## src/ats_pkg.sv

```systemverilog
// constants shared by the asynchronous timer register block
// assumes a 100 MHz register clock and 32-bit AXI4-Lite data
package ats_pkg;
   // ==========================================================
   // clock and timing
   localparam int CLK_MHZ = 100;
   localparam int SYNC_NS = 40;
   localparam int CLKSW_NS = 60;
   localparam logic [3:0] SYNC_CYC = 4'((SYNC_NS * CLK_MHZ + 999) / 1000);
   localparam logic [3:0] CLKSW_CYC = 4'((CLKSW_NS * CLK_MHZ + 999) / 1000);
   // ==========================================================
   // register offsets (byte addresses)
   localparam int ADDR_W = 8;
   localparam logic [7:0] OFS_CTRL = 8'h00;
   localparam logic [7:0] OFS_COUNT = 8'h04;
   localparam logic [7:0] OFS_STATUS = 8'h08;
   localparam logic [7:0] OFS_SCLR = 8'h0C;
   localparam logic [7:0] OFS_IEN_SET = 8'h10;
   localparam logic [7:0] OFS_IEN_CLR = 8'h14;
   localparam logic [7:0] OFS_IMASK = 8'h18;
   localparam logic [7:0] OFS_WAKE = 8'h1C;
   localparam logic [7:0] OFS_ALARM_MATCH_0 = 8'h20;
   localparam logic [7:0] OFS_PER_SEL = 8'h30;
   localparam logic [7:0] OFS_CLOCK = 8'h40;
   // ==========================================================
   // field positions
   localparam int BIT_EN = 0;
   localparam int BIT_PRESCALER_RESET_BIT = 1;
   localparam int BIT_CA0 = 8;
   localparam int POS_PSEL = 16;
   localparam int BIT_WRAP = 0;
   localparam int BIT_ALARM = 8;
   localparam int BIT_PER = 16;
   localparam int BIT_BUSY = 24;
   localparam int BIT_READY = 25;
   localparam int BIT_CLOCK_SWITCH_PENDING = 28;
   localparam int BIT_CLKDONE = 29;
   localparam int BIT_CLK_ON = 0;
   // ==========================================================
   // field masks and reset values
   localparam logic [31:0] CTRL_MASK = 32'h000F_0101;
   localparam logic [31:0] STAT_MASK = 32'h2201_0101;
   localparam logic [31:0] WAKE_MASK = 32'h0001_0101;
   localparam logic [31:0] SEL_MASK = 32'h0000_000F;
   localparam logic [31:0] RST_VAL = 32'h0000_0000;
   localparam int PRESC_W = 16;
   // ==========================================================
   // AXI responses
   localparam logic [1:0] RESP_OKAY = 2'h0;
   localparam logic [1:0] RESP_SLVERR = 2'h2;
endpackage

```

## src/ats_sync_track.sv

```systemverilog
// busy tracker for a value crossing into the prescaler side
// assumes start is a one-cycle pulse on aclk
`timescale 1ns/1ps
`default_nettype none
module ats_sync_track
   import ats_pkg::*;
#(
   parameter logic [3:0] LOAD = SYNC_CYC
) (
   // clock and reset
   input wire logic aclk,
   input wire logic aresetn,
   // control
   input wire logic start,
   // state
   output logic busy,
   output logic done
);
   logic [3:0] cnt_q;

   always_ff @(posedge aclk) begin
      if (!aresetn) begin
         cnt_q <= 4'h0;
      end else if (start && cnt_q == 4'h0) begin
         cnt_q <= LOAD;
      end else if (cnt_q != 4'h0) begin
         cnt_q <= cnt_q - 4'h1;
      end
   end

   assign busy = (cnt_q != 4'h0);
   // marks the edge at which busy falls
   assign done = (cnt_q == 4'h1);
endmodule // ats_sync_track
`default_nettype wire

```

## src/ats_timer.sv

```systemverilog
// asynchronous timer register block: control, counter, status, mask
// assumes an AXI4-Lite master on aclk and a sleep controller on wake_req
// Function
// - writing one to prescaler clear resets prescaler; bit reads zero
// - enable bit zero stops counting, one lets the counter run
// - counter value reads full 32-bit count; accepted write loads it
// - while busy, writes to synchronized registers are discarded
// - while busy, synchronized readable registers read as zero
// - ready flag sets when busy falls, stays until cleared
// - clock-done flag sets when clock busy falls, stays until cleared
// - clock busy reads one after clock enable write while pending
// - periodic flag sets on rising edge of selected prescaler bit
// - alarm flag sets when counter reaches alarm compare value
// - wrap flag sets when counter overflows, stays until cleared
// - one in status clear drops matching flag and its request
// - one in irq enable set sets matching mask bit
// - one in irq enable clear clears matching mask bit
// - irq mask reads one per enabled source, status bit layout
// - periodic event with its wake bit raises the wake request
// - alarm match with its wake bit raises the wake request
// - wrap with its wake bit raises wake; without it no wake
// - clear-on-alarm bit set resets counter on alarm match
//
// The implementer's own choice: the AXI4-Lite register port.
`timescale 1ns/1ps
`default_nettype none
module ats_timer
   import ats_pkg::*;
(
   // clock and reset
   input wire logic aclk,
   input wire logic aresetn,
   // axi write address
   input wire logic awvalid,
   output logic awready,
   input wire logic [7:0] awaddr,
   input wire logic [2:0] awprot,
   // axi write data
   input wire logic wvalid,
   output logic wready,
   input wire logic [31:0] wdata,
   input wire logic [3:0] wstrb,
   // axi write response
   output logic bvalid,
   input wire logic bready,
   output logic [1:0] bresp,
   // axi read address
   input wire logic arvalid,
   output logic arready,
   input wire logic [7:0] araddr,
   input wire logic [2:0] arprot,
   // axi read data
   output logic rvalid,
   input wire logic rready,
   output logic [31:0] rdata,
   output logic [1:0] rresp,
   // system
   output logic irq,
   output logic wake_req
);
   // ==========================================================
   // state
   logic aw_ok_q, w_ok_q, bvalid_q, rvalid_q;
   logic [7:0] awaddr_q, raddr_q;
   logic [31:0] wdata_q, rdata_q;
   logic [3:0] wstrb_q;
   logic [1:0] bresp_q, rresp_q;
   logic [31:0] ctrl_q, count_q, status_q, mask_q, wake_q, alarm_q;
   logic [31:0] psel_q;
   logic clock_on_q;
   logic [PRESC_W-1:0] presc_q;
   logic cnt_bit_q, per_bit_q;
   // combinational
   logic [31:0] wmask, wd, ev, clr, rd_mux;
   logic wr_fire, wr_sync, wr_map, wr_ok, rd_take;
   logic busy, sync_done, clk_busy, clk_done, sync_start;
   logic we_ctrl, we_count, we_sclr, we_iset, we_iclr, we_wake;
   logic we_alarm, we_sel, we_clock, prescaler_reset_bit;
   logic cnt_rise, per_rise, cnt_tick, alarm_hit, wrap_hit;
   logic [31:0] count_next;

   // ==========================================================
   // address decode helpers
   function automatic logic is_sync(input logic [7:0] a);
      is_sync = (a == OFS_CTRL) || (a == OFS_COUNT) || (a == OFS_SCLR)
         || (a == OFS_WAKE) || (a == OFS_ALARM_MATCH_0) || (a == OFS_PER_SEL);
   endfunction

   function automatic logic is_map(input logic [7:0] a);
      is_map = is_sync(a) || (a == OFS_STATUS) || (a == OFS_IEN_SET)
         || (a == OFS_IEN_CLR) || (a == OFS_IMASK) || (a == OFS_CLOCK);
   endfunction

   // ==========================================================
   // axi write channel
   assign awready = !aw_ok_q && !bvalid_q;
   assign wready = !w_ok_q && !bvalid_q;
   assign wr_fire = aw_ok_q && w_ok_q && !bvalid_q;
   assign bvalid = bvalid_q;
   assign bresp = bresp_q;

   always_ff @(posedge aclk) begin
      if (!aresetn) begin
         aw_ok_q <= 1'b0;
         w_ok_q <= 1'b0;
         awaddr_q <= 8'h00;
         wdata_q <= RST_VAL;
         wstrb_q <= 4'h0;
         bvalid_q <= 1'b0;
         bresp_q <= RESP_OKAY;
      end else begin
         if (awvalid && awready) begin
            aw_ok_q <= 1'b1;
            awaddr_q <= {awaddr[7:2], 2'b00};
         end
         if (wvalid && wready) begin
            w_ok_q <= 1'b1;
            wdata_q <= wdata;
            wstrb_q <= wstrb;
         end
         if (wr_fire) begin
            aw_ok_q <= 1'b0;
            w_ok_q <= 1'b0;
            bvalid_q <= 1'b1;
            bresp_q <= wr_map ? RESP_OKAY : RESP_SLVERR;
         end else if (bvalid_q && bready) begin
            bvalid_q <= 1'b0;
         end
      end
   end

   genvar gi;
   generate
      for (gi = 0; gi < 4; gi++) begin : g_lane
         assign wmask[8*gi +: 8] = {8{wstrb_q[gi]}};
      end
   endgenerate

   assign wd = wdata_q & wmask;
   assign wr_map = is_map(awaddr_q);
   assign wr_sync = is_sync(awaddr_q);
   // a discarded write still answers okay: software polls busy instead
   assign wr_ok = wr_fire && wr_map && !(wr_sync && busy);
   assign sync_start = wr_ok && wr_sync;
   assign we_ctrl = wr_ok && awaddr_q == OFS_CTRL;
   assign we_count = wr_ok && awaddr_q == OFS_COUNT;
   assign we_sclr = wr_ok && awaddr_q == OFS_SCLR;
   assign we_iset = wr_ok && awaddr_q == OFS_IEN_SET;
   assign we_iclr = wr_ok && awaddr_q == OFS_IEN_CLR;
   assign we_wake = wr_ok && awaddr_q == OFS_WAKE;
   assign we_alarm = wr_ok && awaddr_q == OFS_ALARM_MATCH_0;
   assign we_sel = wr_ok && awaddr_q == OFS_PER_SEL;
   assign we_clock = wr_ok && awaddr_q == OFS_CLOCK;
   assign prescaler_reset_bit = we_ctrl && wd[BIT_PRESCALER_RESET_BIT];

   // ==========================================================
   // synchronization trackers
   ats_sync_track #(.LOAD(SYNC_CYC)) u_sync (
      .aclk(aclk),
      .aresetn(aresetn),
      .start(sync_start),
      .busy(busy),
      .done(sync_done)
   );

   ats_sync_track #(.LOAD(CLKSW_CYC)) u_clksw (
      .aclk(aclk),
      .aresetn(aresetn),
      .start(we_clock),
      .busy(clk_busy),
      .done(clk_done)
   );

   // ==========================================================
   // software registers
   always_ff @(posedge aclk) begin
      if (!aresetn) begin
         ctrl_q <= RST_VAL;
         wake_q <= RST_VAL;
         alarm_q <= RST_VAL;
         psel_q <= RST_VAL;
         clock_on_q <= 1'b0;
      end else begin
         // prescaler clear is a strobe and is never stored
         if (we_ctrl)
            ctrl_q <= ((ctrl_q & ~wmask) | wd) & CTRL_MASK;
         if (we_wake)
            wake_q <= ((wake_q & ~wmask) | wd) & WAKE_MASK;
         if (we_alarm)
            alarm_q <= (alarm_q & ~wmask) | wd;
         if (we_sel)
            psel_q <= ((psel_q & ~wmask) | wd) & SEL_MASK;
         if (we_clock && wstrb_q[0])
            clock_on_q <= wdata_q[BIT_CLK_ON];
      end
   end

   always_ff @(posedge aclk) begin
      if (!aresetn) begin
         mask_q <= RST_VAL;
      end else if (we_iset) begin
         mask_q <= mask_q | (wd & STAT_MASK);
      end else if (we_iclr) begin
         mask_q <= mask_q & ~wd;
      end
   end

   // ==========================================================
   // prescaler and counter
   // a change of select may give one spurious tick; accepted trade-off
   assign cnt_rise = presc_q[ctrl_q[POS_PSEL +: 4]] && !cnt_bit_q;
   assign per_rise = presc_q[psel_q[3:0]] && !per_bit_q;
   assign cnt_tick = cnt_rise && ctrl_q[BIT_EN];
   assign alarm_hit = cnt_tick && (count_next == alarm_q);
   assign wrap_hit = cnt_tick && (count_q == 32'hFFFF_FFFF);
   assign count_next = count_q + 32'h0000_0001;

   always_ff @(posedge aclk) begin
      if (!aresetn || prescaler_reset_bit) begin
         presc_q <= '0;
         cnt_bit_q <= 1'b0;
         per_bit_q <= 1'b0;
      end else if (clock_on_q) begin
         presc_q <= presc_q + 16'h0001;
         cnt_bit_q <= presc_q[ctrl_q[POS_PSEL +: 4]];
         per_bit_q <= presc_q[psel_q[3:0]];
      end
   end

   always_ff @(posedge aclk) begin
      if (!aresetn) begin
         count_q <= RST_VAL;
      end else if (we_count) begin
         count_q <= (count_q & ~wmask) | wd;
      end else if (cnt_tick) begin
         if (ctrl_q[BIT_CA0] && count_q == alarm_q)
            count_q <= RST_VAL;
         else
            count_q <= count_next;
      end
   end

   // ==========================================================
   // status flags: a new event wins over a clear in the same cycle
   always_comb begin
      ev = RST_VAL;
      ev[BIT_WRAP] = wrap_hit;
      ev[BIT_ALARM] = alarm_hit;
      ev[BIT_PER] = per_rise && clock_on_q;
      ev[BIT_READY] = sync_done;
      ev[BIT_CLKDONE] = clk_done;
   end

   assign clr = we_sclr ? (wd & STAT_MASK) : RST_VAL;

   always_ff @(posedge aclk) begin
      if (!aresetn)
         status_q <= RST_VAL;
      else
         status_q <= (status_q & ~clr) | ev;
   end

   assign irq = |(status_q & mask_q);
   // dropped by software clearing the status bit or its wake enable bit
   assign wake_req = |(status_q & wake_q);

   // ==========================================================
   // axi read channel
   assign arready = !rvalid_q;
   assign rd_take = arvalid && arready;
   assign rvalid = rvalid_q;
   assign rdata = rdata_q;
   assign rresp = rresp_q;

   always_comb begin
      rd_mux = RST_VAL;
      case ({araddr[7:2], 2'b00})
         OFS_CTRL: rd_mux = ctrl_q;
         OFS_COUNT: rd_mux = count_q;
         OFS_STATUS: begin
            rd_mux = status_q;
            rd_mux[BIT_BUSY] = busy;
            rd_mux[BIT_CLOCK_SWITCH_PENDING] = clk_busy;
         end
         OFS_IMASK: rd_mux = mask_q;
         OFS_WAKE: rd_mux = wake_q;
         OFS_ALARM_MATCH_0: rd_mux = alarm_q;
         OFS_PER_SEL: rd_mux = psel_q;
         OFS_CLOCK: rd_mux[BIT_CLK_ON] = clock_on_q;
         default: rd_mux = RST_VAL;
      endcase
      if (busy && is_sync({araddr[7:2], 2'b00}))
         rd_mux = RST_VAL;
   end

   always_ff @(posedge aclk) begin
      if (!aresetn) begin
         rvalid_q <= 1'b0;
         rdata_q <= RST_VAL;
         rresp_q <= RESP_OKAY;
         raddr_q <= 8'h00;
      end else if (rd_take) begin
         rvalid_q <= 1'b1;
         rdata_q <= rd_mux;
         raddr_q <= {araddr[7:2], 2'b00};
         rresp_q <= is_map({araddr[7:2], 2'b00}) ? RESP_OKAY : RESP_SLVERR;
      end else if (rvalid_q && rready) begin
         rvalid_q <= 1'b0;
      end
   end
endmodule // ats_timer
`default_nettype wire

```

## config.mk

```make
export PLATFORM = sky130hd
export DESIGN_NAME = ats_timer
export DESIGN_NICKNAME = d
export VERILOG_FILES = /design/src/ats_pkg.sv /design/src/ats_sync_track.sv /design/src/ats_timer.sv
export SDC_FILE = /design/constraint.sdc
export NUM_CORES = 1
export LEC_CHECK = 0
export BUFFER_PORTS_ARGS = -buffer_cell sky130_fd_sc_hd__buf_2
export CAP_MARGIN = 20
export CELL_PAD_IN_SITES_DETAIL_PLACEMENT = 2
export CELL_PAD_IN_SITES_GLOBAL_PLACEMENT = 2
export CORE_ASPECT_RATIO = 0.5
export CORE_UTILIZATION = 35
export DETAILED_ROUTE_END_ITERATION = 7
export GPL_TIMING_DRIVEN = 1
export PLACE_DENSITY = 0.81
export SYNTH_ARGS = -nofsm -noshare
export SYNTH_HDL_FRONTEND = slang
export SYNTH_SLANG_ARGS = --single-unit
```

## constraint.sdc

```tcl
create_clock -name aclk -period 4.28 [get_ports aclk]
set_input_delay 0.642 -clock aclk [delete_from_list [all_inputs] [get_ports aclk]]
set_output_delay 0.642 -clock aclk [all_outputs]
set_load 0.05 [all_outputs]
```

==> results.ini <==
[status]
status=completed

[final_layout]
final_cell_mix=nand2_1 (252), dfxtp_1 (221), a21oi_1 (173)
n_antenna_cell=0
fin_area_um2=12690
nNetsFinal=1544
fillers=3568
syn_to_final_growth_pct=13.70
final_util=0.4112
final_common_cell=nand2_1
drive_gt1_frac=0.1229

[clock_network]
htreeDepth=1
holdBufCountCts=0
clk_pin_slew_ns=0.07
numClockSinks=221
post_cts_buffers=0
cts_tree=yes
cts_resized=0
clkLatencyLatePin_ns=0.55
root_buffer=clkbuf_16
clockBufferDepth=3
numCtsBuffers=23

[logic_synthesis]
synthArstFlopShare=0
syn_inst=1440
avgSynthCellArea_um2=7.748
yosysSeqAreaShare=0.3965
synth_cell_type_count=75
synth_seq_cells=221
synthFlopType=dfxtp_1
synth-edff-count=0
syn_area_um2=11160
ys_warn_count=0

[setup_path]
required_ns=4.66
crit_path_end_kind=register
reg2reg_slack_ns=0.74
arrival_ns=3.93
startpoint_type=register
critPathKind=reg -> reg
critPathMaxFanout=12

[sta]
period_share=0.8280
timing.slew.headroom=0.3234
holdWs_ns=0.2798
worst_pin_slew_ns=1.006
clock_skew_ns=0.01770
hold_violations=0
setup_viol=0
final.setup.tns_ns=0
fin_crit_ns=3.544
fmax_mhz=282.2
final-max-slew-violation-count=0
rsz0062_at_grt=no

[placed_design]
place_congestion=0.9538
hpwl_um=33010
place_area_um2=11910
buffer_ports.inserted=95

[pwr]
finalPower_mw=4.914
p_per_area_nw_per_um2=387.3
p_leak_nw=4.446
peakVddDrop_v=0.0002406

[route]
drt_iter0_drc=774
dr_total_vias=11469
postRouteAntennaNets=0
wire_per_inst_um=24.53
drc=0
drtPass1Iterations=5
wirelength_um=46910
vias_per_cell=5.998

[floorplanning]
dieHeight_um=128.3
core_um2=30850
die_area_um2=32640
pin_count=108
start_util=0.3616
row_count=45
die_w_um=254.5

[global_routing]
overflow=0
grt_pass1_vias=12156
gr-usage-all-layers=0.2883
antenna_found_initial=0
grt_pass1_wl_um=72440
grt_max_degree=83

[run]
maxCapViolCount=0

[worst_hold_path]
holdCritPathClass=in -> reg

-- area by class of cell --
type | instances | area (um^2) | share of cell area
clock buffer | 30 | 651.9 | 0.05139
clock inverter | 11 | 123.9 | 0.009764
inverter | 16 | 62.56 | 0.004931
multi-input combinational | 1092 | 6238 | 0.4918
sequential | 221 | 4424 | 0.3488
tap | 423 | 529.3 | 0.04172
timing repair buffer | 119 | 655.6 | 0.05168
-- critical path: stages, from the launching register on --
cell     delay (ns)
dfxtp_1        0.44
o21a_1         0.25
o32ai_1        0.50
nand4_1        0.44
or2_2          0.51
o21ai_1        0.72
inv_1          0.20
o21ai_0        0.23
a21oi_1        0.09
-- worst paths after layout --
check	start	end	depth (start not counted)
max reg2reg	awaddr_q[5]	register	8
min reg2reg	mask_q[10]	mask_q[10]	2
min	rready	rvalid	2
max	awaddr_q[5]	register	8
-- cells in the mapped netlist, types with 8 or more instances --
library cell | instances | area, um^2
and3_1 | 8 | 50.05
xnor2_1 | 42 | 367.9
a222oi_1 | 10 | 100.1
a31oi_1 | 51 | 319.1
nand3_1 | 69 | 345.3
mux2i_1 | 28 | 280.3
and4_1 | 9 | 78.83
nand4_1 | 22 | 137.6
xor2_1 | 25 | 219.0
nor2_1 | 146 | 548.0
inv_1 | 16 | 60.06
a21oi_1 | 173 | 865.8
o21ai_0 | 53 | 265.3
clkbuf_1 | 82 | 307.8
and2_1 | 11 | 68.82
buf_1 | 9 | 33.78
nor3_1 | 27 | 135.1
nor4_1 | 19 | 118.9
buf_2 | 16 | 80.08
a22oi_1 | 26 | 195.2
nand2_1 | 252 | 945.9
dfxtp_1 | 221 | 4424
-- per-layer routing --
layer | wire (um) | global-route usage | vias up
met5 | 0 | 0 | -
met1 | 21930 | 0.4072 | 5926
li1 | - | - | 5168
met4 | 738 | 0.06308 | 0
met3 | 2811 | 0.04142 | 51
met2 | 21430 | 0.4642 | 324
-- metrics by stage --
step	std cells	worst slack, ns
floorplan	1441	1.668
global placement	1871	1.118
detailed placement	1871	0.9572
CTS	1912	0.8570
global route	1912	0.6227
finish	1912	0.7364
-- where the power goes --
group | switching (mW) | internal (mW) | total, mW | leakage [nW]
Clock | 0.935 | 1.20 | 2.14 | 0.376
Sequential | 0.101 | 2.13 | 2.23 | 1.79
Combinational | 0.375 | 0.171 | 0.547 | 2.28
-- cells by family after synthesis --
logic type | after synthesis | share of synthesized area
xor+xnor | 67 | 0.05260
simple gates | 603 | 0.2450
compound gates | 373 | 0.2025
fa+ha+maj | 7 | 0.007626
other cells | 1 | 0.0003361
mux | 40 | 0.04833
flops | 221 | 0.3965
buf+inv | 128 | 0.04699
(Power assumes the default switching activity.)
